--- config.mk ---
export PLATFORM = sky130hd
export DESIGN_NAME = dsmg_top
export DESIGN_NICKNAME = d
export VERILOG_FILES = /design/src/rtl/dsmg_pkg.sv /design/src/rtl/dsmg_if.sv /design/src/rtl/dsmg_scratch.sv /design/src/rtl/dsmg_top.sv
export SDC_FILE = /design/constraint.sdc
export NUM_CORES = 2
export LEC_CHECK = 0
export BUFFER_PORTS_ARGS = -buffer_cell sky130_fd_sc_hd__buf_2
export CAP_MARGIN = 20
export CORE_UTILIZATION = 30
export DETAILED_ROUTE_END_ITERATION = 7
export HOLD_SLACK_MARGIN = 0.1
export PLACE_DENSITY_LB_ADDON = 0.3
export RECOVER_POWER = 100
export SLEW_MARGIN = 10
export SYNTH_ARGS = -nofsm -noshare
export SYNTH_HDL_FRONTEND = slang
export SYNTH_SLANG_ARGS = --single-unit
--- constraint.sdc ---
create_clock -name mclk_in -period 5 [get_ports mclk_in]
set_clock_uncertainty 0.15 [all_clocks]
set_input_delay 1.5 -clock mclk_in [delete_from_list [all_inputs] [get_ports mclk_in]]
set_output_delay 1.5 -clock mclk_in [all_outputs]
set_load 0.02 [all_outputs]
--- src/rtl/dsmg_pkg.sv ---
// Purpose: Shared constants and types for the deep sleep wake and module gating block
// Assumes: APB slave with 32-bit data and a 16-bit byte address
// Notes: Addresses are byte addresses within the block's window

package dsmg_pkg;

  // ****************************************
  // Bus and address map
  // ****************************************
  localparam int ADDR_W = 16;
  localparam int DATA_W = 32;
  localparam logic [15:0] DSCTL_OFF = 16'h0000;
  localparam logic [15:0] WAKE_OFF = 16'h0010;
  localparam logic [15:0] SCR_FIRST_OFF = 16'h003C;
  localparam logic [15:0] SCR_LAST_OFF = 16'h00BC;
  localparam logic [15:0] CONFIGURATION_CONTROL_OFF = 16'hF200;
  localparam int GATE_REGS = 6;
  localparam logic [15:0] GATE_OFF [GATE_REGS] = '{
    16'hF240, 16'hF250, 16'hF260, 16'hF270, 16'hF280, 16'hF290
  };
  localparam logic [2:0] GATE_NONE = 3'h7;
  localparam int SCR_WORDS = 33;

  // ****************************************
  // Field positions
  // ****************************************
  localparam int DSEL_BIT = 15;
  localparam int RETAIN_BIT = 13;
  localparam int LOCK_BIT = 12;
  localparam int ONE_WAY_BIT = 28;
  localparam int CN_FLAG_BIT = 8;
  localparam int FAULT_FLAG_BIT = 7;
  localparam int WDT_FLAG_BIT = 4;
  localparam int ALARM_FLAG_BIT = 3;
  localparam int MASTER_CLEAR_PIN_FLAG_BIT = 2;
  localparam logic [31:0] WAKE_MASK = 32'h0000_019C;
  localparam logic [31:0] GATE_MASK [GATE_REGS] = '{
    32'h0010_1101, 32'h0000_0007, 32'h001F_001F,
    32'h0000_001F, 32'h0103_0303, 32'h0001_0003
  };

  // ****************************************
  // Reset values
  // ****************************************
  localparam logic [31:0] GATE_RST = 32'h0000_0000;
  localparam logic [31:0] WAKE_RST = 32'h0000_0000;
  localparam logic DSEL_RST = 1'b0;
  localparam logic RETAIN_RST = 1'b0;
  localparam logic LOCK_RST = 1'b0;

  // ****************************************
  // Alias operations, selected by address bits 3:2
  // ****************************************
  typedef enum logic [1:0] {
    DSMG_AL_WRITE = 2'b00,
    DSMG_AL_CLR = 2'b01,
    DSMG_AL_SET = 2'b10,
    DSMG_AL_INV = 2'b11
  } dsmg_alias_t;

endpackage

--- src/rtl/dsmg_if.sv ---
// Purpose: Link between the register front end and the persistent word store
// Assumes: Single clock domain
// Notes: Read data is combinational from the store

interface dsmg_if;
  logic wr_en;
  logic [5:0] idx;
  logic [31:0] wdata;
  logic [31:0] rdata;
  logic retain_en;
  logic loss;
  logic por;

  modport ctrl (output wr_en, idx, wdata, retain_en, loss, por, input rdata);
  modport store (input wr_en, idx, wdata, retain_en, loss, por, output rdata);
endinterface

--- src/rtl/dsmg_scratch.sv ---
// Purpose: Persistent scratch words that survive deep sleep and device resets
// Assumes: loss is a one-cycle pulse from the front end; por follows the supply reset input level outside deep sleep
// Notes: No device reset reaches the array on purpose

module dsmg_scratch #(
  parameter int WORDS = dsmg_pkg::SCR_WORDS
) (
  input wire logic mclk_in,
  input wire logic reset_in,
  dsmg_if.store port_if
);

  logic [31:0] mem_reg [WORDS];
  logic [31:0] mem_next [WORDS];

  // ****************************************
  // Next state of the words
  // ****************************************
  always_comb begin
    for (int i = 0; i < WORDS; i++) begin
      mem_next[i] = mem_reg[i];
      if (port_if.por) begin
        mem_next[i] = '0;
      end else if (port_if.loss && (i != 0) && !port_if.retain_en) begin
        mem_next[i] = '0;
      end
      if (port_if.wr_en && (port_if.idx == 6'(i))) begin
        mem_next[i] = port_if.wdata;
      end
    end
  end

  // Contents start undefined; device reset must not clear them
  always_ff @(posedge mclk_in) begin
    for (int i = 0; i < WORDS; i++) begin
      mem_reg[i] <= mem_next[i];
    end
  end

  assign port_if.rdata = (port_if.idx < 6'(WORDS)) ? mem_reg[port_if.idx] : '0;
endmodule

--- src/rtl/dsmg_top.sv ---
// Purpose: Wake-source flags, persistent words and peripheral clock gates behind APB
// Assumes: All inputs synchronous to mclk_in; zero-wait APB with registered answer
// Notes: Gate outputs stop clocks and block register writes of each peripheral
//
// The APB slave port was decided locally.

module dsmg_top (
  input wire logic mclk_in,
  input wire logic reset_in,
  input wire logic psel_in,
  input wire logic penable_in,
  input wire logic pwrite_in,
  input wire logic [15:0] paddr_in,
  input wire logic [31:0] pwdata_in,
  output logic [31:0] prdata_out,
  output logic pready_out,
  output logic pslverr_out,
  input wire logic system_unlocked_in,
  input wire logic [31:0] configuration_word_three_in,
  input wire logic deep_sleep_active_in,
  input wire logic battery_mode_in,
  input wire logic supply_por_in,
  input wire logic change_notice_event_in,
  input wire logic sleep_fault_event_in,
  input wire logic sleep_watchdog_expiry_in,
  input wire logic calendar_alarm_in,
  input wire logic master_clear_enable_in,
  input wire logic master_clear_pin_in,
  output logic deep_sleep_select_out,
  output logic scratch_retention_enable_out,
  output logic gate_write_lock_out,
  output logic [31:0] module_gate_analog_out,
  output logic [31:0] module_gate_comparators_out,
  output logic [31:0] module_gate_capture_compare_out,
  output logic [31:0] module_gate_timers_out,
  output logic [31:0] module_gate_serial_out,
  output logic [31:0] module_gate_misc_out
);

  // ****************************************
  // Helpers
  // ****************************************
  function automatic logic [2:0] gate_index(input logic [15:0] addr);
    logic [2:0] hit;
    hit = dsmg_pkg::GATE_NONE;
    for (int i = 0; i < dsmg_pkg::GATE_REGS; i++) begin
      if ((addr[15:4] == dsmg_pkg::GATE_OFF[i][15:4]) && (addr[1:0] == 2'b00)) begin
        hit = 3'(i);
      end
    end
    return hit;
  endfunction

  function automatic logic [31:0] alias_apply(input logic [31:0] old_val,
      input logic [31:0] wdata, input dsmg_pkg::dsmg_alias_t op, input logic [31:0] mask);
    logic [31:0] res;
    res = old_val;
    case (op)
      dsmg_pkg::DSMG_AL_WRITE: res = wdata;
      dsmg_pkg::DSMG_AL_CLR: res = old_val & ~wdata;
      dsmg_pkg::DSMG_AL_SET: res = old_val | wdata;
      dsmg_pkg::DSMG_AL_INV: res = old_val ^ wdata;
      default: res = old_val;
    endcase
    return res & mask;
  endfunction

  // ****************************************
  // State
  // ****************************************
  logic [31:0] prdata_reg, prdata_next;
  logic pready_reg, pready_next;
  logic pslverr_reg, pslverr_next;
  logic [31:0] wake_reg, wake_next;
  logic dsel_reg, dsel_next;
  logic retain_reg, retain_next;
  logic lock_reg, lock_next;
  logic lock_seen_reg, lock_seen_next;
  logic ds_prev_reg;
  logic lowpower_prev_reg;
  logic [31:0] gate_reg [dsmg_pkg::GATE_REGS];
  logic [31:0] gate_next [dsmg_pkg::GATE_REGS];

  dsmg_if scr_if ();

  // ****************************************
  // Address decode
  // ****************************************
  logic setup_phase;
  logic bus_write;
  logic [2:0] gate_sel;
  logic hit_dsctl;
  logic hit_wake;
  logic hit_cfg;
  logic hit_scr;
  logic mapped;
  logic ctl_write_ok;
  logic [31:0] wake_set;
  logic one_way;

  assign setup_phase = psel_in && !penable_in;
  // Writes take effect only at the access edge that sees pready high
  assign bus_write = psel_in && penable_in && pready_reg && pwrite_in;
  assign gate_sel = gate_index(paddr_in);
  assign hit_dsctl = (paddr_in == dsmg_pkg::DSCTL_OFF);
  assign hit_wake = (paddr_in == dsmg_pkg::WAKE_OFF);
  assign hit_cfg = (paddr_in == dsmg_pkg::CONFIGURATION_CONTROL_OFF);
  assign hit_scr = (paddr_in >= dsmg_pkg::SCR_FIRST_OFF) &&
                   (paddr_in <= dsmg_pkg::SCR_LAST_OFF) && (paddr_in[1:0] == 2'b00);
  assign mapped = hit_dsctl || hit_wake || hit_cfg || hit_scr ||
                  (gate_sel != dsmg_pkg::GATE_NONE);
  assign one_way = configuration_word_three_in[dsmg_pkg::ONE_WAY_BIT];
  // Control writes without the unlock sequence are dropped quietly
  assign ctl_write_ok = bus_write && hit_dsctl && system_unlocked_in;

  // ****************************************
  // Persistent word store
  // ****************************************
  logic [15:0] scr_byte;
  assign scr_byte = paddr_in - dsmg_pkg::SCR_FIRST_OFF;
  assign scr_if.idx = scr_byte[7:2];
  assign scr_if.wr_en = bus_write && hit_scr;
  assign scr_if.wdata = pwdata_in;
  assign scr_if.retain_en = retain_reg;
  assign scr_if.loss = (deep_sleep_active_in || battery_mode_in) && !lowpower_prev_reg;
  assign scr_if.por = supply_por_in && !deep_sleep_active_in;

  dsmg_scratch #(
    .WORDS(dsmg_pkg::SCR_WORDS)
  ) u_scratch (
    .mclk_in(mclk_in),
    .reset_in(reset_in),
    .port_if(scr_if)
  );

  // ****************************************
  // Wake-source flags
  // ****************************************
  always_comb begin
    wake_set = '0;
    wake_set[dsmg_pkg::CN_FLAG_BIT] = change_notice_event_in && deep_sleep_active_in;
    wake_set[dsmg_pkg::FAULT_FLAG_BIT] = sleep_fault_event_in && deep_sleep_active_in;
    wake_set[dsmg_pkg::WDT_FLAG_BIT] = sleep_watchdog_expiry_in && deep_sleep_active_in;
    wake_set[dsmg_pkg::ALARM_FLAG_BIT] = calendar_alarm_in && deep_sleep_active_in;
    wake_set[dsmg_pkg::MASTER_CLEAR_PIN_FLAG_BIT] = master_clear_enable_in && master_clear_pin_in &&
                                        deep_sleep_active_in;
    wake_next = wake_reg;
    if (bus_write && hit_wake) begin
      wake_next = wake_reg & pwdata_in;
    end
    if (ctl_write_ok && pwdata_in[dsmg_pkg::DSEL_BIT]) begin
      wake_next = '0;
    end
    wake_next = (wake_next | wake_set) & dsmg_pkg::WAKE_MASK;
  end

  // ****************************************
  // Deep sleep control and lock
  // ****************************************
  always_comb begin
    dsel_next = dsel_reg;
    retain_next = retain_reg;
    // Hardware drops the select on wake; a software write in the same cycle wins
    if (ds_prev_reg && !deep_sleep_active_in) begin
      dsel_next = 1'b0;
    end
    if (ctl_write_ok) begin
      dsel_next = pwdata_in[dsmg_pkg::DSEL_BIT];
      retain_next = pwdata_in[dsmg_pkg::RETAIN_BIT];
    end
    lock_next = lock_reg;
    if (bus_write && hit_cfg && system_unlocked_in) begin
      if (pwdata_in[dsmg_pkg::LOCK_BIT]) begin
        lock_next = 1'b1;
      end else if (!(one_way && lock_seen_reg)) begin
        lock_next = 1'b0;
      end
    end
    lock_seen_next = lock_seen_reg || lock_next;
  end

  // ****************************************
  // Module gate registers
  // ****************************************
  always_comb begin
    for (int i = 0; i < dsmg_pkg::GATE_REGS; i++) begin
      gate_next[i] = gate_reg[i];
      if (bus_write && !lock_reg && (gate_sel == 3'(i))) begin
        gate_next[i] = alias_apply(gate_reg[i], pwdata_in,
                                   dsmg_pkg::dsmg_alias_t'(paddr_in[3:2]),
                                   dsmg_pkg::GATE_MASK[i]);
      end
    end
  end

  // ****************************************
  // APB answer, prepared in the setup cycle
  // ****************************************
  always_comb begin
    pready_next = setup_phase;
    pslverr_next = setup_phase && !mapped;
    prdata_next = '0;
    if (setup_phase && !pwrite_in) begin
      if (hit_dsctl) begin
        prdata_next[dsmg_pkg::DSEL_BIT] = dsel_reg;
        prdata_next[dsmg_pkg::RETAIN_BIT] = retain_reg;
      end else if (hit_wake) begin
        prdata_next = wake_reg & dsmg_pkg::WAKE_MASK;
      end else if (hit_cfg) begin
        prdata_next[dsmg_pkg::LOCK_BIT] = lock_reg;
      end else if (hit_scr) begin
        prdata_next = scr_if.rdata;
      end else if (gate_sel != dsmg_pkg::GATE_NONE) begin
        prdata_next = gate_reg[gate_sel];
      end
    end
  end

  always_ff @(posedge mclk_in or posedge reset_in) begin
    if (reset_in) begin
      prdata_reg <= 32'h0000_0000;
      pready_reg <= 1'b0;
      pslverr_reg <= 1'b0;
      wake_reg <= dsmg_pkg::WAKE_RST;
      dsel_reg <= dsmg_pkg::DSEL_RST;
      retain_reg <= dsmg_pkg::RETAIN_RST;
      lock_reg <= dsmg_pkg::LOCK_RST;
      lock_seen_reg <= 1'b0;
      ds_prev_reg <= 1'b0;
      lowpower_prev_reg <= 1'b0;
      for (int i = 0; i < dsmg_pkg::GATE_REGS; i++) begin
        gate_reg[i] <= dsmg_pkg::GATE_RST;
      end
    end else begin
      prdata_reg <= prdata_next;
      pready_reg <= pready_next;
      pslverr_reg <= pslverr_next;
      wake_reg <= wake_next;
      dsel_reg <= dsel_next;
      retain_reg <= retain_next;
      lock_reg <= lock_next;
      lock_seen_reg <= lock_seen_next;
      ds_prev_reg <= deep_sleep_active_in;
      lowpower_prev_reg <= deep_sleep_active_in || battery_mode_in;
      for (int i = 0; i < dsmg_pkg::GATE_REGS; i++) begin
        gate_reg[i] <= gate_next[i];
      end
    end
  end

  // ****************************************
  // Outputs
  // ****************************************
  assign prdata_out = prdata_reg;
  assign pready_out = pready_reg;
  assign pslverr_out = pslverr_reg;
  assign deep_sleep_select_out = dsel_reg;
  assign scratch_retention_enable_out = retain_reg;
  assign gate_write_lock_out = lock_reg;
  assign module_gate_analog_out = gate_reg[0];
  assign module_gate_comparators_out = gate_reg[1];
  assign module_gate_capture_compare_out = gate_reg[2];
  assign module_gate_timers_out = gate_reg[3];
  assign module_gate_serial_out = gate_reg[4];
  assign module_gate_misc_out = gate_reg[5];
endmodule
==> impl_metrics.json <==
{
  "fin_nets": 4303,
  "syn-cell-area_um2": 54500,
  "drv_cap": 1,
  "largest_register_ffs": 1056,
  "globalplace.congestion": 0.823,
  "ctsHoldBuffers": 0,
  "p_leak_nw": 22.6,
  "drv_slew": 57,
  "globalRouteTotalUtil": 0.172,
  "synth-xor-area-share": 0.00172,
  "synthCells": 4009,
  "die_h_um": 428,
  "cp_data_arrival_time_ns": 5.01,
  "rows": 156,
  "hp-class": "reg2reg",
  "dpl.cell_count": 6389,
  "cts.clk_slew.worst_paths_ns": 0.06,
  "r2r-start": "pready_out",
  "dieWidth_um": 428,
  "grt_pass1_vias": 33200,
  "die-area_um2": 183000,
  "clkSinkCount": 1133,
  "vias": 33600,
  "whs_ns": 0.328,
  "status": "finished, violations left",
  "synth_edf_count": 1056,
  "synth_top_flop_cell": "edfxtp_1",
  "start_util": 0.302,
  "dr.pass1.iters": 8,
  "antenna_found_initial": 4,
  "synth_top_family_by_area": "simple AND/OR/NAND/NOR gates",
  "synth_top_cell_area_share": 0.582,
  "root_buffer": "clkbuf_16",
  "cts_made_buffers": 115,
  "grt_start_max_net_pins": 106,
  "cts_setup_buffers": 0,
  "cp_data_required_time_ns": 5.47,
  "cts_tree": "done",
  "synth-seq-cells": 1133,
  "r2r-end": "u_scratch.mem_reg[26][23]",
  "synthMuxAreaShare": 0.111,
  "period_needed_ns": 4.55,
  "synth-simple-area-share": 0.163,
  "p_per_area_nw_per_um2": 343,
  "criticalPathCategory": "in2reg",
  "hold_viol": 0,
  "drtIter0Drc": 3502,
  "synthAdderAreaFrac": 0.0165,
  "crit_fanout": 56,
  "grt.overflow.total": 0,
  "min_to": "lock_seen_reg",
  "rsz0062_at_grt": "false",
  "drc": 0,
  "ios": 324,
  "clock.fmax_mhz": 220,
  "startpoint_type": "primary input",
  "cp-end-kind": "register",
  "slew-limit-headroom": -0.852,
  "ir_drop_mv": 0.306,
  "yosysWarnings": 0,
  "async_flop_share": 0.0680,
  "clockBufferDepth": 3,
  "layout-drive-gt1-share": 0.180,
  "synth_top_area_cell": "edfxtp_1",
  "clk_latency_ns": 0.74,
  "core_area_um2": 181000,
  "yosys-top-cells-area": "edfxtp_1 58%, mux4_2 9.4%, and2_1 7.0%",
  "portBuffers": 132,
  "wl_per_cell_um": 24.3,
  "hold_path_depth": 2,
  "cts-resized-gates": 0,
  "reg2reg_slack_ns": 2.02,
  "mostFrequentLayoutCell": "edfxtp_1",
  "syn_to_final_growth_pct": 13.9,
  "final_cells": 6609,
  "vias_per_cell": 5.09,
  "setup_tns_ns": 0,
  "violations": "capacitance limit, slew limit",
  "min_from": "lock_seen_reg",
  "final_cell_mix": "1056 x edfxtp_1, 474 x nor3_1, 436 x and2_1",
  "avgSynthCellArea_um2": 13.6,
  "tightest_slew_ns": 2.78,
  "grt_first_pass_wirelength_mm": 234,
  "htreeDepth": 3,
  "reg2reg_depth": 7,
  "synth_compound_area_frac": 0.0359,
  "ant_nets": 0,
  "totalWireLength_mm": 161,
  "dp_hpwl_mm": 101,
  "setup_viol": 0,
  "finalCritPeriodShare": 0.909,
  "synth_cell_types": 74,
  "yosysSeqAreaShare": 0.617
}
[critical path, cell delays in order]
cell and delay, ns:
clkbuf_1 0.45, inv_1 0.29, ha_4 0.64, buf_12 0.36
clkbuf_1 0.38, mux4_2 0.29, mux2i_1 0.08, a32oi_1 0.30
nand4_1 0.31, a21oi_1 0.31
[per-stage QoR]
stage          area (um^2)  power [mW]   util  setup WS, ns
6_report             62100        21.3  0.344         0.454
5_1_grt              62100        21.9  0.344         0.415
4_1_cts              62800        21.5  0.348         0.986
3_5_place_dp         59000        12.9  0.327         0.209
3_3_place_gp         59000        12.9  0.327         0.215
2_1_floorplan        55100        12.1      -        -0.349
[routing by layer]
layer | track usage | wire length [um] | vias up
met5 | 0 | 23 | -
met1 | 0.247 | 71400 | 17400
li1 | - | - | 14800
met2 | 0.273 | 75800 | 1223
met3 | 0.0236 | 9770 | 207
met4 | 0.0431 | 3900 | 4
[worst max-delay path by stage]
stage	startpoint	end	slack, ns	cells past startpoint
global route	paddr_in[5]	u_scratch.mem_reg[11][25]	0.41	9
floorplan	paddr_in[14]	u_scratch.mem_reg[10][0]	-0.35	7
global placement	paddr_in[14]	u_scratch.mem_reg[12][21]	0.22	8
CTS	paddr_in[3]	prdata_out[28]	0.99	11
finish	paddr_in[3]	prdata_out[2]	0.45	10
detailed placement	paddr_in[3]	prdata_out[28]	0.21	11
[cell type report]
cell class                 instances  area, um^2
antenna                            3        7.51
clock buffer                     157        3210
clock inverter                    60         499
fill                           17600      118000
inverter                          57         214
multi-input combinational       2445       18600
sequential                      1133       33600
tap                             2370        2970
timing repair buffer             384        2920
[cell usage after synthesis (20+ instances only)]
cell and number:
edfxtp_1 1056, and2_1 610, nor3_1 443, nand2_1 265, clkbuf_1 234, mux4_2 228, buf_4 169, mux2i_1 79
o21ai_0 78, dfrtp_1 77, buf_2 76, ha_1 72, nand3_1 64, inv_1 57, nor2_1 51, a21oi_1 43
nor3_2 35, buf_1 31, a211oi_1 27, clkbuf_2 20
[power by group]
part / internal, mW / total [mW] / leakage (nW) / switching, mW
Clock: 4.80 / 8.60 / 1.81 / 3.80
Sequential: 10.6 / 10.6 / 12.8 / 0.0439
Combinational: 0.608 / 2.10 / 7.97 / 1.49
Total: 16.0 / 21.3 / 22.6 / 5.33
[logic make-up (layout without fill, tap and decap cells)]
logic type               after synthesis  in the layout
flip-flops                          1133           1133
AND/OR/NAND/NOR                     1601           1601
other                                  1            163
AO/OA/AOI/OAI                        287            287
adder cells (fa/ha/maj)               72             72
multiplexers                         316            316
buffers and inverters                590            658
XOR/XNOR                               9              9
No activity file was read; power rests on OpenSTA's default activity.
